File: src/timer_pin_map.vh
// Offsets, field positions, field codes and timing counts for the timer pin block
// Included by every design file of the block
`ifndef TIMER_PIN_MAP_VH
`define TIMER_PIN_MAP_VH
`define TMR_NUM_CH 8
`define TMR_CNT_W 16
`define TMR_ADDR_W 8
// Global control register: [1:0] clock select, [2] center pwm, [5:3] prescale
`define TMR_REG_CTRL 8'h00
`define TMR_REG_MOD 8'h04
`define TMR_REG_CNT 8'h08
`define TMR_REG_PINS 8'h0c
// Channel registers: control at 0x40 + 8*n, value at 0x44 + 8*n
`define TMR_REG_CH_BASE 8'h40
`define TMR_CTRL_CLK_LO 0
`define TMR_CTRL_CPWM 2
`define TMR_CTRL_PS_LO 3
// Channel control: [1:0] edge/level select, [3:2] mode select, [4] capture/compare flag
`define TMR_CH_ELS_LO 0
`define TMR_CH_MS_LO 2
`define TMR_CH_FLAG 4
`define TMR_CLK_OFF 2'h0
`define TMR_CLK_BUS 2'h1
`define TMR_CLK_FIXED 2'h2
`define TMR_CLK_EXT 2'h3
`define TMR_RESP_OKAY 2'h0
`define TMR_RESP_SLVERR 2'h2
`define TMR_SYNC_STAGES 2
`endif

File: src/pin_sync.v
// Two-flop synchronizer with registered edge detect behind it
// Assumes an asynchronous level on pin_in
`timescale 1ns/100ps
`include "timer_pin_map.vh"
module pin_sync (
  input wire aclk,
  input wire aresetn,
  input wire pin_in,
  output wire level,
  output wire rise,
  output wire fall
);
  reg meta_ff;
  reg sync_ff;
  reg last_ff;
  always @(posedge aclk) begin
    if (!aresetn) begin
      meta_ff <= 1'b0;
      sync_ff <= 1'b0;
      last_ff <= 1'b0;
    end else begin
      meta_ff <= pin_in;
      sync_ff <= meta_ff;
      last_ff <= sync_ff;
    end
  end
  assign level = sync_ff;
  assign rise = sync_ff & ~last_ff;
  assign fall = ~sync_ff & last_ff;
endmodule // pin_sync

File: src/timer_channel.v
// One timer channel: capture, compare and pwm pin logic
// Assumes counter, tick and direction from the parent on the same clock
`timescale 1ns/100ps
`include "timer_pin_map.vh"
module timer_channel (
  input wire aclk,
  input wire aresetn,
  input wire [1:0] edge_level_select,
  input wire [1:0] channel_mode_select,
  input wire center_pwm_select,
  input wire clk_on,
  input wire tick,
  input wire count_down,
  input wire [15:0] timer_counter_value,
  input wire [15:0] channel_match_value,
  input wire cap_rise,
  input wire cap_fall,
  output reg pin_out_ff,
  output reg pin_oe_ff,
  output wire capture
);
  wire els_on = |edge_level_select;
  wire owns = els_on & clk_on;
  wire mode_cap = owns & ~center_pwm_select & (channel_mode_select == 2'h0);
  wire mode_cmp = owns & ~center_pwm_select & (channel_mode_select == 2'h1);
  wire mode_epwm = owns & ~center_pwm_select & channel_mode_select[1];
  wire mode_cpwm = owns & center_pwm_select;
  wire match = tick & (timer_counter_value == channel_match_value);
  wire start = tick & (timer_counter_value == 16'h0000);
  reg nxt_pin;
  // Capture edge choice: 01 rising, 10 falling, 11 any
  assign capture = mode_cap & ((edge_level_select[0] & cap_rise) |
                   (edge_level_select[1] & cap_fall));
  always @* begin
    nxt_pin = pin_out_ff;
    if (mode_cmp & match) begin
      case (edge_level_select)
        2'h1: nxt_pin = ~pin_out_ff;
        2'h2: nxt_pin = 1'b0;
        2'h3: nxt_pin = 1'b1;
        default: nxt_pin = pin_out_ff;
      endcase
    end else if (mode_epwm) begin
      if (match) nxt_pin = edge_level_select[0];
      else if (start) nxt_pin = ~edge_level_select[0];
    end else if (mode_cpwm & match) begin
      nxt_pin = edge_level_select[0] ^ count_down;
    end
  end
  always @(posedge aclk) begin
    if (!aresetn) begin
      pin_out_ff <= 1'b0;
      pin_oe_ff <= 1'b0;
    end else begin
      pin_out_ff <= nxt_pin;
      pin_oe_ff <= mode_cmp | mode_epwm | mode_cpwm;
    end
  end
endmodule // timer_channel

File: src/timer_channel_pin_control.v
// Timer module with eight channel pins, counter, prescaler and AXI4-Lite slave
// Assumes an external pin-mux that gives pins to the port when enables are low
// How it works
// - Software picks counter clock: off, bus rate, fixed clock or external input.
// - External count clock passes a bus-clock synchronizer before counting.
// - With external clock, a channel still works as pin-less compare timer.
// - Pin stays with the port when edge/level select or clock select is zero.
// - Center pwm select with nonzero edge/level runs every channel center-aligned.
// - Without center pwm, mode select picks capture, compare or edge pwm.
// - Capture forces pin to edge input; edge/level select picks edge polarity.
// - Capture inputs are synchronized; pulses need one bus clock to be seen.
// - Compare drives the pin and toggles, clears or sets it on every match.
// - Toggle mode keeps the previous pin level until the next match.
// - High-true edge pwm goes high at count zero, low on match.
// - Low-true edge pwm goes low at count zero, high on match.
// - High-true center pwm clears on up-count match, sets on down-count match.
// - Low-true center pwm sets on up-count match, clears on down-count match.
// - Eight channels, each with separately addressed controls.
// - Clock select 00 off, 01 bus, 10 fixed, 11 external.
// - Center mode counts up to modulo, then down to zero, repeating.
//
// Register access over AXI4-Lite and the register addresses were decided locally.
`timescale 1ns/100ps
`include "timer_pin_map.vh"
module timer_channel_pin_control (
  input wire aclk,
  input wire aresetn,
  input wire [7:0] s_axi_awaddr,
  input wire s_axi_awvalid,
  output reg s_axi_awready,
  input wire [31:0] s_axi_wdata,
  input wire [3:0] s_axi_wstrb,
  input wire s_axi_wvalid,
  output reg s_axi_wready,
  output reg [1:0] s_axi_bresp,
  output reg s_axi_bvalid,
  input wire s_axi_bready,
  input wire [7:0] s_axi_araddr,
  input wire s_axi_arvalid,
  output reg s_axi_arready,
  output reg [31:0] s_axi_rdata,
  output reg [1:0] s_axi_rresp,
  output reg s_axi_rvalid,
  input wire s_axi_rready,
  input wire external_count_clock_in,
  input wire fixed_clock_tick,
  input wire [7:0] channel_pin_in,
  output wire [7:0] channel_pin_out,
  output wire [7:0] channel_pin_oe
);
  reg [1:0] counter_clock_select_ff;
  reg center_pwm_select_ff;
  reg [2:0] prescale_ff;
  reg [15:0] counter_modulo_value_ff;
  reg [15:0] timer_counter_value_ff;
  reg count_down_ff;
  reg [6:0] div_ff;
  reg [4:0] ch_ctrl_ff [0:7];
  reg [15:0] channel_match_value_ff [0:7];
  reg [7:0] aw_addr_ff;
  reg aw_have_ff;
  reg [31:0] w_data_ff;
  reg [3:0] w_strb_ff;
  reg w_have_ff;
  reg ext_last_ff;
  wire ext_level;
  wire [7:0] cap_rise;
  wire [7:0] cap_fall;
  wire [7:0] cap_evt;
  wire [7:0] pin_level;

  pin_sync u_ext_sync (
    .aclk(aclk),
    .aresetn(aresetn),
    .pin_in(external_count_clock_in),
    .level(ext_level),
    .rise(),
    .fall()
  );

  // Clock source decode feeding the prescaler
  reg src_tick;
  always @* begin
    case (counter_clock_select_ff)
      `TMR_CLK_BUS: src_tick = 1'b1;
      `TMR_CLK_FIXED: src_tick = fixed_clock_tick;
      `TMR_CLK_EXT: src_tick = ext_level & ~ext_last_ff;
      default: src_tick = 1'b0;
    endcase
  end
  wire clk_on = counter_clock_select_ff != `TMR_CLK_OFF;
  wire [6:0] div_mask = (7'h01 << prescale_ff) - 7'h01;
  wire tick = src_tick & ((div_ff & div_mask) == div_mask);

  // Write and read channel handshake and decode
  wire wr_fire = aw_have_ff & w_have_ff & ~s_axi_bvalid;
  wire wr_ch = aw_addr_ff[7:6] == 2'h1;
  wire [2:0] wr_idx = aw_addr_ff[5:3];
  wire wr_cnt = wr_fire & (aw_addr_ff == `TMR_REG_CNT);
  wire wr_ctrl = wr_fire & (aw_addr_ff == `TMR_REG_CTRL) & w_strb_ff[0];
  wire wr_mod = wr_fire & (aw_addr_ff == `TMR_REG_MOD);
  wire wr_ok = (aw_addr_ff == `TMR_REG_CTRL) || (aw_addr_ff == `TMR_REG_MOD) ||
               (aw_addr_ff == `TMR_REG_CNT) || (aw_addr_ff == `TMR_REG_PINS) ||
               (wr_ch && aw_addr_ff[1:0] == 2'h0);
  wire rd_fire = s_axi_arvalid & s_axi_arready;
  wire rd_ch = s_axi_araddr[7:6] == 2'h1;
  wire [2:0] rd_idx = s_axi_araddr[5:3];
  wire [31:0] rd_ch_word = s_axi_araddr[2] ? {16'h0000, channel_match_value_ff[rd_idx]} :
                           {27'h0000000, ch_ctrl_ff[rd_idx]};

  // Counter: up-count with wrap, or up/down in center mode
  reg [15:0] nxt_cnt;
  reg nxt_down;
  always @* begin
    nxt_cnt = timer_counter_value_ff;
    nxt_down = count_down_ff;
    if (wr_cnt) begin
      nxt_cnt = 16'h0000;
      nxt_down = 1'b0;
    end else if (tick) begin
      if (center_pwm_select_ff) begin
        if (!count_down_ff && timer_counter_value_ff >= counter_modulo_value_ff) begin
          nxt_down = 1'b1;
          nxt_cnt = timer_counter_value_ff - 16'h0001;
        end else if (count_down_ff && timer_counter_value_ff == 16'h0000) begin
          nxt_down = 1'b0;
          nxt_cnt = 16'h0001;
        end else if (count_down_ff) begin
          nxt_cnt = timer_counter_value_ff - 16'h0001;
        end else begin
          nxt_cnt = timer_counter_value_ff + 16'h0001;
        end
      end else if (counter_modulo_value_ff != 16'h0000 &&
                   timer_counter_value_ff == counter_modulo_value_ff) begin
        nxt_cnt = 16'h0000;
        nxt_down = 1'b0;
      end else begin
        nxt_cnt = timer_counter_value_ff + 16'h0001;
        nxt_down = 1'b0;
      end
    end
  end

  always @(posedge aclk) begin
    if (!aresetn) begin
      timer_counter_value_ff <= 16'h0000;
      count_down_ff <= 1'b0;
      div_ff <= 7'h00;
      ext_last_ff <= 1'b0;
    end else begin
      timer_counter_value_ff <= nxt_cnt;
      count_down_ff <= nxt_down;
      ext_last_ff <= ext_level;
      if (wr_cnt || !clk_on) div_ff <= 7'h00;
      else if (src_tick) div_ff <= div_ff + 7'h01;
    end
  end

  // Channels
  genvar g;
  generate
    for (g = 0; g < `TMR_NUM_CH; g = g + 1) begin : g_ch
      pin_sync u_cap_sync (
        .aclk(aclk),
        .aresetn(aresetn),
        .pin_in(channel_pin_in[g]),
        .level(pin_level[g]),
        .rise(cap_rise[g]),
        .fall(cap_fall[g])
      );
      timer_channel u_ch (
        .aclk(aclk),
        .aresetn(aresetn),
        .edge_level_select(ch_ctrl_ff[g][1:0]),
        .channel_mode_select(ch_ctrl_ff[g][3:2]),
        .center_pwm_select(center_pwm_select_ff),
        .clk_on(clk_on),
        .tick(tick),
        .count_down(count_down_ff),
        .timer_counter_value(timer_counter_value_ff),
        .channel_match_value(channel_match_value_ff[g]),
        .cap_rise(cap_rise[g]),
        .cap_fall(cap_fall[g]),
        .pin_out_ff(channel_pin_out[g]),
        .pin_oe_ff(channel_pin_oe[g]),
        .capture(cap_evt[g])
      );
      // Per-channel write strobes and the pin-less compare hit
      wire ctl_we = wr_fire && wr_ch && wr_idx == g && !aw_addr_ff[2] && w_strb_ff[0];
      wire val_we = wr_fire && wr_ch && wr_idx == g && aw_addr_ff[2];
      wire cmp_hit = tick && !center_pwm_select_ff && ch_ctrl_ff[g][3:2] == 2'h1 &&
                     timer_counter_value_ff == channel_match_value_ff[g];
      // Capture, flag and software writes per channel; capture set beats clear
      always @(posedge aclk) begin
        if (!aresetn) begin
          ch_ctrl_ff[g] <= 5'h00;
          channel_match_value_ff[g] <= 16'h0000;
        end else begin
          if (ctl_we)
            ch_ctrl_ff[g] <= {ch_ctrl_ff[g][4] & w_data_ff[4], w_data_ff[3:0]};
          if (val_we) begin
            if (w_strb_ff[0]) channel_match_value_ff[g][7:0] <= w_data_ff[7:0];
            if (w_strb_ff[1]) channel_match_value_ff[g][15:8] <= w_data_ff[15:8];
          end
          // Hardware hits come last so they win over a software clear
          if (cmp_hit)
            ch_ctrl_ff[g][4] <= 1'b1;
          if (cap_evt[g]) begin
            channel_match_value_ff[g] <= timer_counter_value_ff;
            ch_ctrl_ff[g][4] <= 1'b1;
          end
        end
      end
    end
  endgenerate

  // Global control and modulo registers, loaded at the edge that raises bvalid
  always @(posedge aclk) begin
    if (!aresetn) begin
      counter_clock_select_ff <= 2'h0;
      center_pwm_select_ff <= 1'b0;
      prescale_ff <= 3'h0;
      counter_modulo_value_ff <= 16'h0000;
    end else begin
      if (wr_ctrl) begin
        counter_clock_select_ff <= w_data_ff[`TMR_CTRL_CLK_LO +: 2];
        center_pwm_select_ff <= w_data_ff[`TMR_CTRL_CPWM];
        prescale_ff <= w_data_ff[`TMR_CTRL_PS_LO +: 3];
      end
      if (wr_mod) begin
        if (w_strb_ff[0]) counter_modulo_value_ff[7:0] <= w_data_ff[7:0];
        if (w_strb_ff[1]) counter_modulo_value_ff[15:8] <= w_data_ff[15:8];
      end
    end
  end

  // AXI4-Lite slave handshake and read data
  always @(posedge aclk) begin
    if (!aresetn) begin
      s_axi_awready <= 1'b1;
      s_axi_wready <= 1'b1;
      s_axi_bvalid <= 1'b0;
      s_axi_bresp <= 2'h0;
      s_axi_arready <= 1'b1;
      s_axi_rvalid <= 1'b0;
      s_axi_rresp <= 2'h0;
      s_axi_rdata <= 32'h00000000;
      aw_addr_ff <= 8'h00;
      aw_have_ff <= 1'b0;
      w_data_ff <= 32'h00000000;
      w_strb_ff <= 4'h0;
      w_have_ff <= 1'b0;
    end else begin
      if (s_axi_awvalid && s_axi_awready) begin
        aw_addr_ff <= s_axi_awaddr;
        aw_have_ff <= 1'b1;
        s_axi_awready <= 1'b0;
      end
      if (s_axi_wvalid && s_axi_wready) begin
        w_data_ff <= s_axi_wdata;
        w_strb_ff <= s_axi_wstrb;
        w_have_ff <= 1'b1;
        s_axi_wready <= 1'b0;
      end
      if (wr_fire) begin
        aw_have_ff <= 1'b0;
        w_have_ff <= 1'b0;
        s_axi_bvalid <= 1'b1;
        s_axi_bresp <= wr_ok ? `TMR_RESP_OKAY : `TMR_RESP_SLVERR;
      end
      if (s_axi_bvalid && s_axi_bready) begin
        s_axi_bvalid <= 1'b0;
        s_axi_awready <= 1'b1;
        s_axi_wready <= 1'b1;
      end
      if (rd_fire) begin
        s_axi_arready <= 1'b0;
        s_axi_rvalid <= 1'b1;
        s_axi_rresp <= `TMR_RESP_OKAY;
        if (rd_ch && s_axi_araddr[1:0] == 2'h0)
          s_axi_rdata <= rd_ch_word;
        else begin
          case (s_axi_araddr)
            `TMR_REG_CTRL: s_axi_rdata <= {26'h0000000, prescale_ff,
                                           center_pwm_select_ff, counter_clock_select_ff};
            `TMR_REG_MOD: s_axi_rdata <= {16'h0000, counter_modulo_value_ff};
            `TMR_REG_CNT: s_axi_rdata <= {15'h0000, count_down_ff, timer_counter_value_ff};
            `TMR_REG_PINS: s_axi_rdata <= {16'h0000, channel_pin_oe, pin_level};
            default: begin
              s_axi_rdata <= 32'h00000000;
              s_axi_rresp <= `TMR_RESP_SLVERR;
            end
          endcase
        end
      end
      if (s_axi_rvalid && s_axi_rready) begin
        s_axi_rvalid <= 1'b0;
        s_axi_arready <= 1'b1;
      end
    end
  end
endmodule // timer_channel_pin_control

File: config.mk
export PLATFORM = sky130hd
export DESIGN_NAME = timer_channel_pin_control
export DESIGN_NICKNAME = d
export VERILOG_FILES = /design/src/pin_sync.v /design/src/timer_channel.v /design/src/timer_channel_pin_control.v
export VERILOG_INCLUDE_DIRS = /design/src
export SDC_FILE = /design/constraint.sdc
export NUM_CORES = 1
export LEC_CHECK = 0
export BUFFER_PORTS_ARGS = -buffer_cell sky130_fd_sc_hd__buf_2
export CAP_MARGIN = 5
export CORE_MARGIN = 2
export CORE_UTILIZATION = 47
export CTS_CLUSTER_DIAMETER = 50
export DETAILED_ROUTE_END_ITERATION = 10
export PLACE_DENSITY = 0.61
export SLEW_MARGIN = 20
export SYNTH_ARGS = -nofsm -noshare
export SYNTH_HDL_FRONTEND = slang
export SYNTH_HIERARCHICAL = 1
export SYNTH_SLANG_ARGS = --single-unit
File: constraint.sdc
create_clock -name aclk -period 8.5 [get_ports aclk]
set_input_delay 2.55 -clock aclk [delete_from_list [all_inputs] [get_ports aclk]]
set_output_delay 2.55 -clock aclk [all_outputs]
set_load 0.02 [all_outputs]
# --- Yosys cells after proc, flatten, opt, wreduce, memory -nomap -nowiden ---
# Memory sizes are Yosys's and may differ from the RTL's.
# Index checks and enable logic that the tools add are counted.
# Widths: inputs -> output; s select.
word_totals:
  ramBits: 168
  in_bits: 69
  memories: 2
  word_cells: 763
  ff_bits: 158
  output_inout_bits: 57
classes:
  n_lt_le_gt_ge: 1
  n_eq_ne: 77
  n_reduce_logical: 117
  n_addsub: 4
  n_mux: 242
  shifts: 1
  n_bitwise: 255
mem_list:
  columns: ["name", "words", "width", "rd", "rd_ports_with_merged_regs", "wr", "line", "rtl"]
  rows:
  - ["channel_match_value_ff", 8, 16, 9, 0, 8, "timer_channel_pin_control.v:59", "reg [15:0] channel_match_value_ff [0:7];"]
  - ["ch_ctrl_ff", 8, 5, 9, 0, 8, "timer_channel_pin_control.v:58", "reg [4:0] ch_ctrl_ff [0:7];"]
op_table:
  columns: ["cell", "count"]
  rows:
  - ["$mux 8", 32]
  - ["$mux 1", 182]
  - ["$eq 16x16->1", 9]
  - ["$and 1x1->1", 130]
  - ["$mux 16", 6]
  - ["$or 1x1->1", 80]
  - ["$pmux 17 s4", 1]
  - ["$ne 4x4->1 const B", 16]
  - ["$logic_and 1x1->1", 59]
  - ["$mux 5", 8]
  - ["$eq 2x1->1 const B", 19]
  - ["$eq 2x2->1 const B", 18]
  - ["$not 1->1", 36]
  - ["$eq 8x4->1 const B", 4]
  - ["$pmux 1 s3", 9]
  - ["$reduce_or 2->1", 13]
  - ["$reduce_and 3->1", 8]
  - ["$reduce_bool 3->1", 8]
  - ["$logic_not 2->1", 10]
  - ["$mux 17", 1]
  - ["$add 16x1->16 const B", 1]
  - ["$eq 8x3->1 const B", 2]
  - ["$ge 16x16->1", 1]
  - ["$logic_not 16->1", 1]
  - ["other kinds (20)", 43]

# --- Depth between registers and ports, before layout ---
# Gate-level depths: netlist of run 1.
logic_depth:
  word_depth: 13
  mapped_depth: 11
  depth_no_buf: 9

# --- Cells and area by module ---
# Netlist of run 1, hierarchy kept.
modules_own_cells:
  columns: ["mod", "cells_per_inst", "area_per_inst_um2", "n_inst"]
  rows:
  - ["timer_channel_pin_control", 1596, 16057.9, 1]
  - ["timer_channel", 57, 437.9, 8]
  - ["pin_sync", 8, 91.3, 9]

# --- Least setup slack after synthesis of run 1 ---
# OpenSTA, ideal clock, no wires.
synth_path:
  kind: "input to register"
  start: "input port fixed_clock_tick"
  end: "register g_ch[0].u_ch.pin_out_ff"
  path_stages: 10
  setup_ns: 0.073
  slack_ns: 3.579
  t_arrival_ns: 4.847
  path_cell_list: "a21oi_1 a31o_2 a221oi_1 nand2_1 inv_1 clkbuf_1 buf_1 nand2_1 or4_4 o211ai_2"
synth_between:
  elab_chain_cells: 6
  word_cells_on_any_way: 13
  cone_classes: "eq/ne (2); mux (4); bitwise (5); reduce/logical (2)"
synth_lines:
  columns: ["item", "line", "rtl"]
  rows:
  - ["start: declaration", "timer_channel_pin_control.v:46", "input wire fixed_clock_tick,"]
  - ["$pmux 1 s3 *", "timer_channel_pin_control.v:84", "case (counter_clock_select_ff)"]
  - ["$and 1x1->1 *", "timer_channel_pin_control.v:93", "wire tick = src_tick & ((div_ff & div_mask) == div_mask);"]
  - ["named net tick", "timer_channel_pin_control.v:93", null]
  - ["$and 1x1->1", "timer_channel.v:28", "wire match = tick & (timer_counter_value == channel_match_value);"]
  - ["$and 1x1->1, or another cell as far along", "timer_channel.v:36", "if (mode_cmp & match) begin"]
  - ["$ne 4x4->1 (no source line), or another cell as far along", null, null]
  - ["$reduce_and 3->1 (no source line) or $mux 1 (tied branches)", null, null]
  - ["end signal: assignment", "timer_channel.v:55", "pin_out_ff <= nxt_pin;"]
  - ["end: declaration", "timer_channel.v:18", "output reg pin_out_ff,"]
# The timed path passes the listed nets; every way through them passes the cells marked *.
# A chain may end at the register's enable or synchronous reset.

==> metrics, run 1 <==
via density per instance 6.42; Setup crit start fixed_clock_tick; Max Cap Viol 0; yosys warns 6; Synth-to-Final Area Change 11.1%; Placed Cells ~2,700; dpl hpwl between 50 and 60 mm; fin nets 2,236; GRT busiest layer met2; total number of vias 17,800; Worst path max stage delay 640 ps; CTS root buf clkbuf_16; die height 212 um; Worst Reg-to-Reg Cells 9; worst rel slew slack 21.9%; leak pwr 0.00866 uW; Comb pwr share 7.4%; Netlist Area Pre-Place about 20,000 um2; outcome completed; clock power share about 47%; largest net degree at the start of global routing 66; critical path class input port to register; cts bufs inserted 44; Psw around 1000 uW; Pwr Total 3790 uW; Max Freq approximately 190 MHz; worst r2r src timer_counter_value_ff[5]$_SDFFE_PP0P_; setup TNS 0 ps; Port Buffers 90; Die ar. 45,000 um2; CORE AREA 42,900 um2; Worst-Margin Slew 1170 ps; antenna violation net count after detailed routing 0; type of the worst min-delay path register to register; number of H-tree levels 2; initial antenna violation count 1; DR WL/cell approximately 27 um; Int Pwr 2810 uW; Worst Setup End Kind register; Setup Viol. Count Final 0; Crit path top cell by count a21oi_1; reg2reg setup slack 4720 ps; Initial Utilization 47.4%; fraction of layout cells with a size suffix above 1 around 15%; clock sinks 309; Total GRT Usage between 30% and 40%; fin crit share approximately three fifths; sw frac between 20% and 30%; CTS tree yes; first-pass GRT wire length 107 mm; drt drc 0; Antenna Diode Count 0; GRT overflow 0; grt met1 use a little over two fifths; Peak supply drop 0.138 mV; number of global-route vias before repair roughly 16,000; min Tclk post-route slightly above 5000 ps; Clock Skew 26.8 ps; worst-path maximum fanout 17; worst path arrival time about 5400 ps; drt total wl 73.7 mm; Hold-fix buffers, CTS 0; clock tree buffer depth 3; power density over the cells about 170 nW/um2; met3 Resource Use GR under 10%; register share of total power 45.2%; crit path to ch_ctrl_ff[0][4]$_DFFE_PP_; Rows 76; Fillers roughly 3,900; Global Route met2 Usage between 40% and 50%; Iter 0 DRT Violations 2,146; Mapped Avg Cell Area 9.60 um2; post-CTS setup buffers 0; cts repair resizes 0; RSZ-0062 raised after global routing false; Die X 212 um; drt pass-1 iters 6; endpoints failing hold 0; worst-path cell chain buf_2 > a21oi_1 > a31o_2 > a221oi_1 > nand2_1 > inv_1 > and3_1 > a21oi_1 > o311ai_0; Clk Latency, worst-skew pair 580 ps; slowest cell on the critical path inv_1; RR Endpoint timer_counter_value_ff[13]$_SDFFE_PP0P_; CP Launch Type input port; Final Non-Filler Cells 2,766; required time worst endpoint 8730 ps; Post-Syn Instances 2,120; Placer Congestion 0.944; Hold Path Stages 1; Final Slew Violations 0; I/O Pins 126; clock-pin slew on the worst setup and hold paths around 60 ps
## power by group through the flow
stage | sequential, uW | combinational, uW | clock (uW)
6_report | 1720 | 282 | 1800
5_1_grt | 1720 | 300 | 1870
4_1_cts | 1710 | 278 | 1810
3_5_place_dp | 1740 | 277 | 0
3_3_place_gp | 1740 | 273 | 0
2_1_floorplan | 1700 | 194 | 0
## layout by cell type, fill, tap and decap left out, drive strengths merged, types with 77 or more instances in the layout
cell    count
nand2     263
xor2      179
edfxtp    168
dfxtp     141
buf       121
a22o      112
xnor2     103
nor2       99
and2       77
nor4       77
## final cells by class
| cell class | count | area, um2 | area share, % |
|---|---|---|---|
| Sequential cell | 309 | 7890 | 34.9 |
| Tap cell | 585 | 732 | 3.24 |
| Multi-Input combinational cell | 1643 | 11800 | 52.1 |
| Clock buffer | 62 | 1270 | 5.63 |
| Clock inverter | 18 | 140 | 0.620 |
| Inverter | 28 | 105 | 0.465 |
| Timing Repair Buffer | 121 | 688 | 3.05 |
## worst max-delay path, delay by kind of cell
family,cells,cell delay (ps)
buffers and inverters,2,750
and+or+nand+nor,2,1110
AOI/OAI and AO/OA,5,940
## registers in the layout, indices dropped and copies added, names as in the netlist, 2 cells and up
name	count
w_data_ff	16
g_ch.u_ch/pin_oe_ff	8
g_ch.u_cap_sync/last_ff	8
aw_addr_ff	8
prescale_ff	3
g_ch.u_cap_sync/level	8
g_ch.u_cap_sync/meta_ff	8
w_strb_ff	2
s_axi_rdata	17
ch_ctrl_ff	40
div_ff	7
counter_modulo_value_ff	16
g_ch.u_ch/pin_out_ff	8
channel_match_value_ff	128
counter_clock_select_ff	2
timer_counter_value_ff	16
## worst min-delay path by stage
| stage | startpoint | endpoint |
|---|---|---|
| floorplan | g_ch[0].u_cap_sync/meta_ff$_SDFF_PN0_ | g_ch[0].u_cap_sync/level$_SDFF_PN0_ |
| global placement | g_ch[1].u_cap_sync/meta_ff$_SDFF_PN0_ | g_ch[1].u_cap_sync/level$_SDFF_PN0_ |
| detailed placement | g_ch[3].u_cap_sync/meta_ff$_SDFF_PN0_ | g_ch[3].u_cap_sync/level$_SDFF_PN0_ |
| CTS | g_ch[3].u_cap_sync/meta_ff$_SDFF_PN0_ | g_ch[3].u_cap_sync/level$_SDFF_PN0_ |
| global route | g_ch[1].u_cap_sync/meta_ff$_SDFF_PN0_ | g_ch[1].u_cap_sync/level$_SDFF_PN0_ |
| finish | g_ch[3].u_cap_sync/meta_ff$_SDFF_PN0_ | g_ch[3].u_cap_sync/level$_SDFF_PN0_ |
## per-stage QoR
stage | worst slack [ps] | utilization, % | hold WS [ps] | cell area [um2]
floorplan | 3580 | - | 412 | 20400
global placement | 2850 | 49.4 | 413 | 21200
detailed placement | 2840 | 49.4 | 418 | 21200
CTS | 3430 | 52.7 | 432 | 22600
global route | 3330 | 52.7 | 440 | 22600
finish | 3360 | 52.7 | 429 | 22600
## routing by layer
metal | wire length (um) | vias up
met1 | 29700 | 8685
met2 | 32400 | 1019
li1 | - | 7865
met4 | 3970 | 2
met5 | 10 | -
met3 | 7660 | 198
(Power assumes the default switching activity.)
==> run 2, diff against run 1 <==
--- a/config.mk
+++ b/config.mk
@@ -6,6 +6,7 @@
 export SDC_FILE = /design/constraint.sdc
 export NUM_CORES = 1
 export LEC_CHECK = 0
+export ABC_AREA = 1
 export BUFFER_PORTS_ARGS = -buffer_cell sky130_fd_sc_hd__buf_2
 export CAP_MARGIN = 5
 export CORE_MARGIN = 2
==> constraint.sdc (replaced) <==
create_clock -name aclk -period 5.3 [get_ports aclk]
set_input_delay 1.59 -clock aclk [delete_from_list [all_inputs] [get_ports aclk]]
set_output_delay 1.59 -clock aclk [all_outputs]
set_load 0.02 [all_outputs]
==> run 2 against run 1 <==
  * Sequential power increased by 60%
  * Routed wire length up 45%
  * Area after synthesis up 13%
  * Core utilization rose by 0.58 points
  * Via count increased by 43%
  * Sequential cell count is the same
  * Register-to-register slack worse by 3000 ps
  * Setup slack worse by 1600 ps
  * Largest cell class unchanged
  * Combinational power grew to 2.7 times the previous value
  * Sequential share of layout area decreased by 4.1 points
  * Hold slack lost 12 ps
  * First-iteration DRC count grew 58%
==> metrics, run 2 <==
register share of total power 41.4% (-3.8 points); antenna violation net count after detailed routing 0 (unchanged); Fillers 4,860 (+26%); Comb pwr share 11.6% (+4.2 points); Largest Register channel_match_value_ff; Psw 2030 uW (+110%); fraction of layout cells with a size suffix above 1 11.3% (-4.1 points); Post-Syn Instances 3,446 (+63%); worst-path cell chain inv_1 > nand2_1 > buf_4 > o21ai_2 > a2111oi_0 > nand2_1 > nand4_1; Worst path max stage delay 850 ps (+210 ps); DR WL/cell 25.7 um (-3.5%); endpoints failing hold 0 (unchanged); slowest cell on the critical path a2111oi_0; Worst-Margin Slew 1200 ps (+28.2 ps); number of H-tree levels 2 (unchanged); total number of vias 25,400 (+43%); required time worst endpoint 5590 ps (-3140 ps); commonest non-fill, non-tap cell in the layout nand2_1; largest net degree at the start of global routing 100 (+52%); I/O Pins 126 (unchanged); clock power share 47.0% (-0.4 points); CORE AREA 47,900 um2 (+12%); Port Buffers 90 (unchanged); setup TNS 0 ps (unchanged); drt total wl 107 mm (+45%); leak pwr 0.0113 uW (+30%); Iter 0 DRT Violations 3,395 (+58%); yosys warns 6 (unchanged); HP Start u_ext_sync/meta_ff$_SDFF_PN0_; initial antenna violation count 4 (+3); worst-path maximum fanout 18 (+1); Crit path top cell by count nand2_1; Pwr Total 6640 uW (+75%); Worst Setup End Kind register; Placer Congestion 1.11 (+17%); Antenna Diode Count 0 (unchanged); dpl hpwl 75.7 mm (+47%); most frequent cells in the layout nand2_1 (851), inv_1 (482), nor2_1 (430); Clock Skew 45.5 ps (+18.7 ps); post-CTS setup buffers 0 (unchanged); via density per instance 6.09 (-5.2%); Mapped Avg Cell Area 6.64 um2 (-31%); Rows 80 (+5.3%); worst rel slew slack 18.1% (-3.8 points); first-pass GRT wire length 154 mm (+44%); Hold Path Stages 2 (+1); Design Area, Final 25,500 um2 (+13%); RSZ-0062 raised after global routing false; Netlist Area Pre-Place 22,900 um2 (+13%); Max Freq 281 MHz; Int Pwr 4620 uW (+64%); outcome completed; Regs by FF count channel_match_value_ff (128), ch_ctrl_ff (40), s_axi_rdata (17); Die X 225 um (+6.0%); sw frac 30.5% (+4.5 points); clock sinks 309 (unchanged); Peak supply drop 0.244 mV (+77%); clock tree buffer depth 3 (unchanged); CP Launch Type register; power density over the cells 260 nW/um2 (+55%); Final Slew Violations 0 (unchanged); hold endpoint u_ext_sync/level$_SDFF_PN0_; Setup Viol. Count Final 0 (unchanged); reg2reg setup slack 1750 ps (-2970 ps); GRT overflow 0 (unchanged); CTS tree yes; worst path arrival time 3850 ps (-1520 ps); Clk Latency, worst-skew pair 620 ps (+40 ps); fin nets 3,607 (+61%); min Tclk post-route approximately 3600 ps; fin crit share 67.0%; Total GRT Usage 41.9% (+9.4 points); worst r2r src counter_clock_select_ff[0]$_SDFFE_PN0P_; RR Endpoint ch_ctrl_ff[7][4]$_DFFE_PP_; cts bufs inserted 48 (+9.1%); critical path class register to register; drt pass-1 iters 8 (+2); cts repair resizes 0 (unchanged); clock-pin slew on the worst setup and hold paths 60 ps (about the same); max reg flops 128 (unchanged); number of global-route vias before repair 23,600 (+43%); die height 225 um (+6.0%); Die ar. 50,500 um2 (+12%); Hold-fix buffers, CTS 0 (unchanged); type of the worst min-delay path register to register; Synth-to-Final Area Change 11.6%; Initial Utilization 47.8% (+0.32 points); Placement Cell Area 24,000 um2 (+13%); drt drc 0 (unchanged); CTS root buf clkbuf_16; Max Cap Viol 0 (unchanged); Worst Reg-to-Reg Cells 7 (-2)
[run 2: critical path: cells and delay by family (launching register included)]
family | cells | cell delay, ps
AND/OR/NAND/NOR | 3 | 1420
AO/OA/AOI/OAI | 2 | 1020
flip-flops | 1 | 370
buffers and inverters | 2 | 450
[run 2: power groups by stage]
stage / clock [uW] / combinational, uW / sequential (uW)
after floorplan: 0 / 449 / 2740
after global placement: 0 / 726 / 2790
after detailed placement: 0 / 734 / 2790
after CTS: 3130 / 737 / 2740
after global routing: 3220 / 818 / 2750
final: 3120 / 773 / 2750
[run 2: worst max-delay path by stage]
| stage | start | endpoint |
|---|---|---|
| 6_report | counter_clock_select_ff[0]$_SDFFE_PN0P_ | ch_ctrl_ff[7][4]$_DFFE_PP_ |
| 5_1_grt | counter_clock_select_ff[1]$_SDFFE_PN0P_ | channel_match_value_ff[4][9]$_SDFFCE_PN0P_ |
| 4_1_cts | fixed_clock_tick | g_ch[2].u_ch/pin_out_ff$_SDFFE_PN0P_ |
| 2_1_floorplan | fixed_clock_tick | g_ch[7].u_ch/pin_out_ff$_SDFFE_PN0P_ |
| 3_3_place_gp | fixed_clock_tick | g_ch[2].u_ch/pin_out_ff$_SDFFE_PN0P_ |
| 3_5_place_dp | fixed_clock_tick | g_ch[2].u_ch/pin_out_ff$_SDFFE_PN0P_ |
[run 2: layer usage]
layer  track usage, %  wire length [um]  up-vias
li1                 -                 -    11500
met5                0                13        -
met2             62.9             44800     1802
met3             11.5             14600      420
met1             53.4             40100    11700
met4             26.3              7770        2
[run 2: per-stage QoR]
| stage | worst slack, ps | hold slack [ps] | std cells | util (%) |
|---|---|---|---|---|
| floorplan | 1930 | 390 | 3462 | - |
| global placement | 1290 | 393 | 4083 | 50.0 |
| detailed placement | 1260 | 402 | 4083 | 50.0 |
| CTS | 1880 | 417 | 4172 | 53.3 |
| global route | 1640 | 438 | 4172 | 53.3 |
| finish | 1750 | 417 | 4172 | 53.3 |
[run 2: area by class of cell]
class	count	area [um2]	area share [%]
clock inverters	29	255	0.999
inverters	512	1920	7.53
flip-flops and latches	309	7880	30.8
clock buffers	60	1310	5.12
repair buffers	149	908	3.56
well taps	615	769	3.01
multi-input cells	2498	12500	48.9
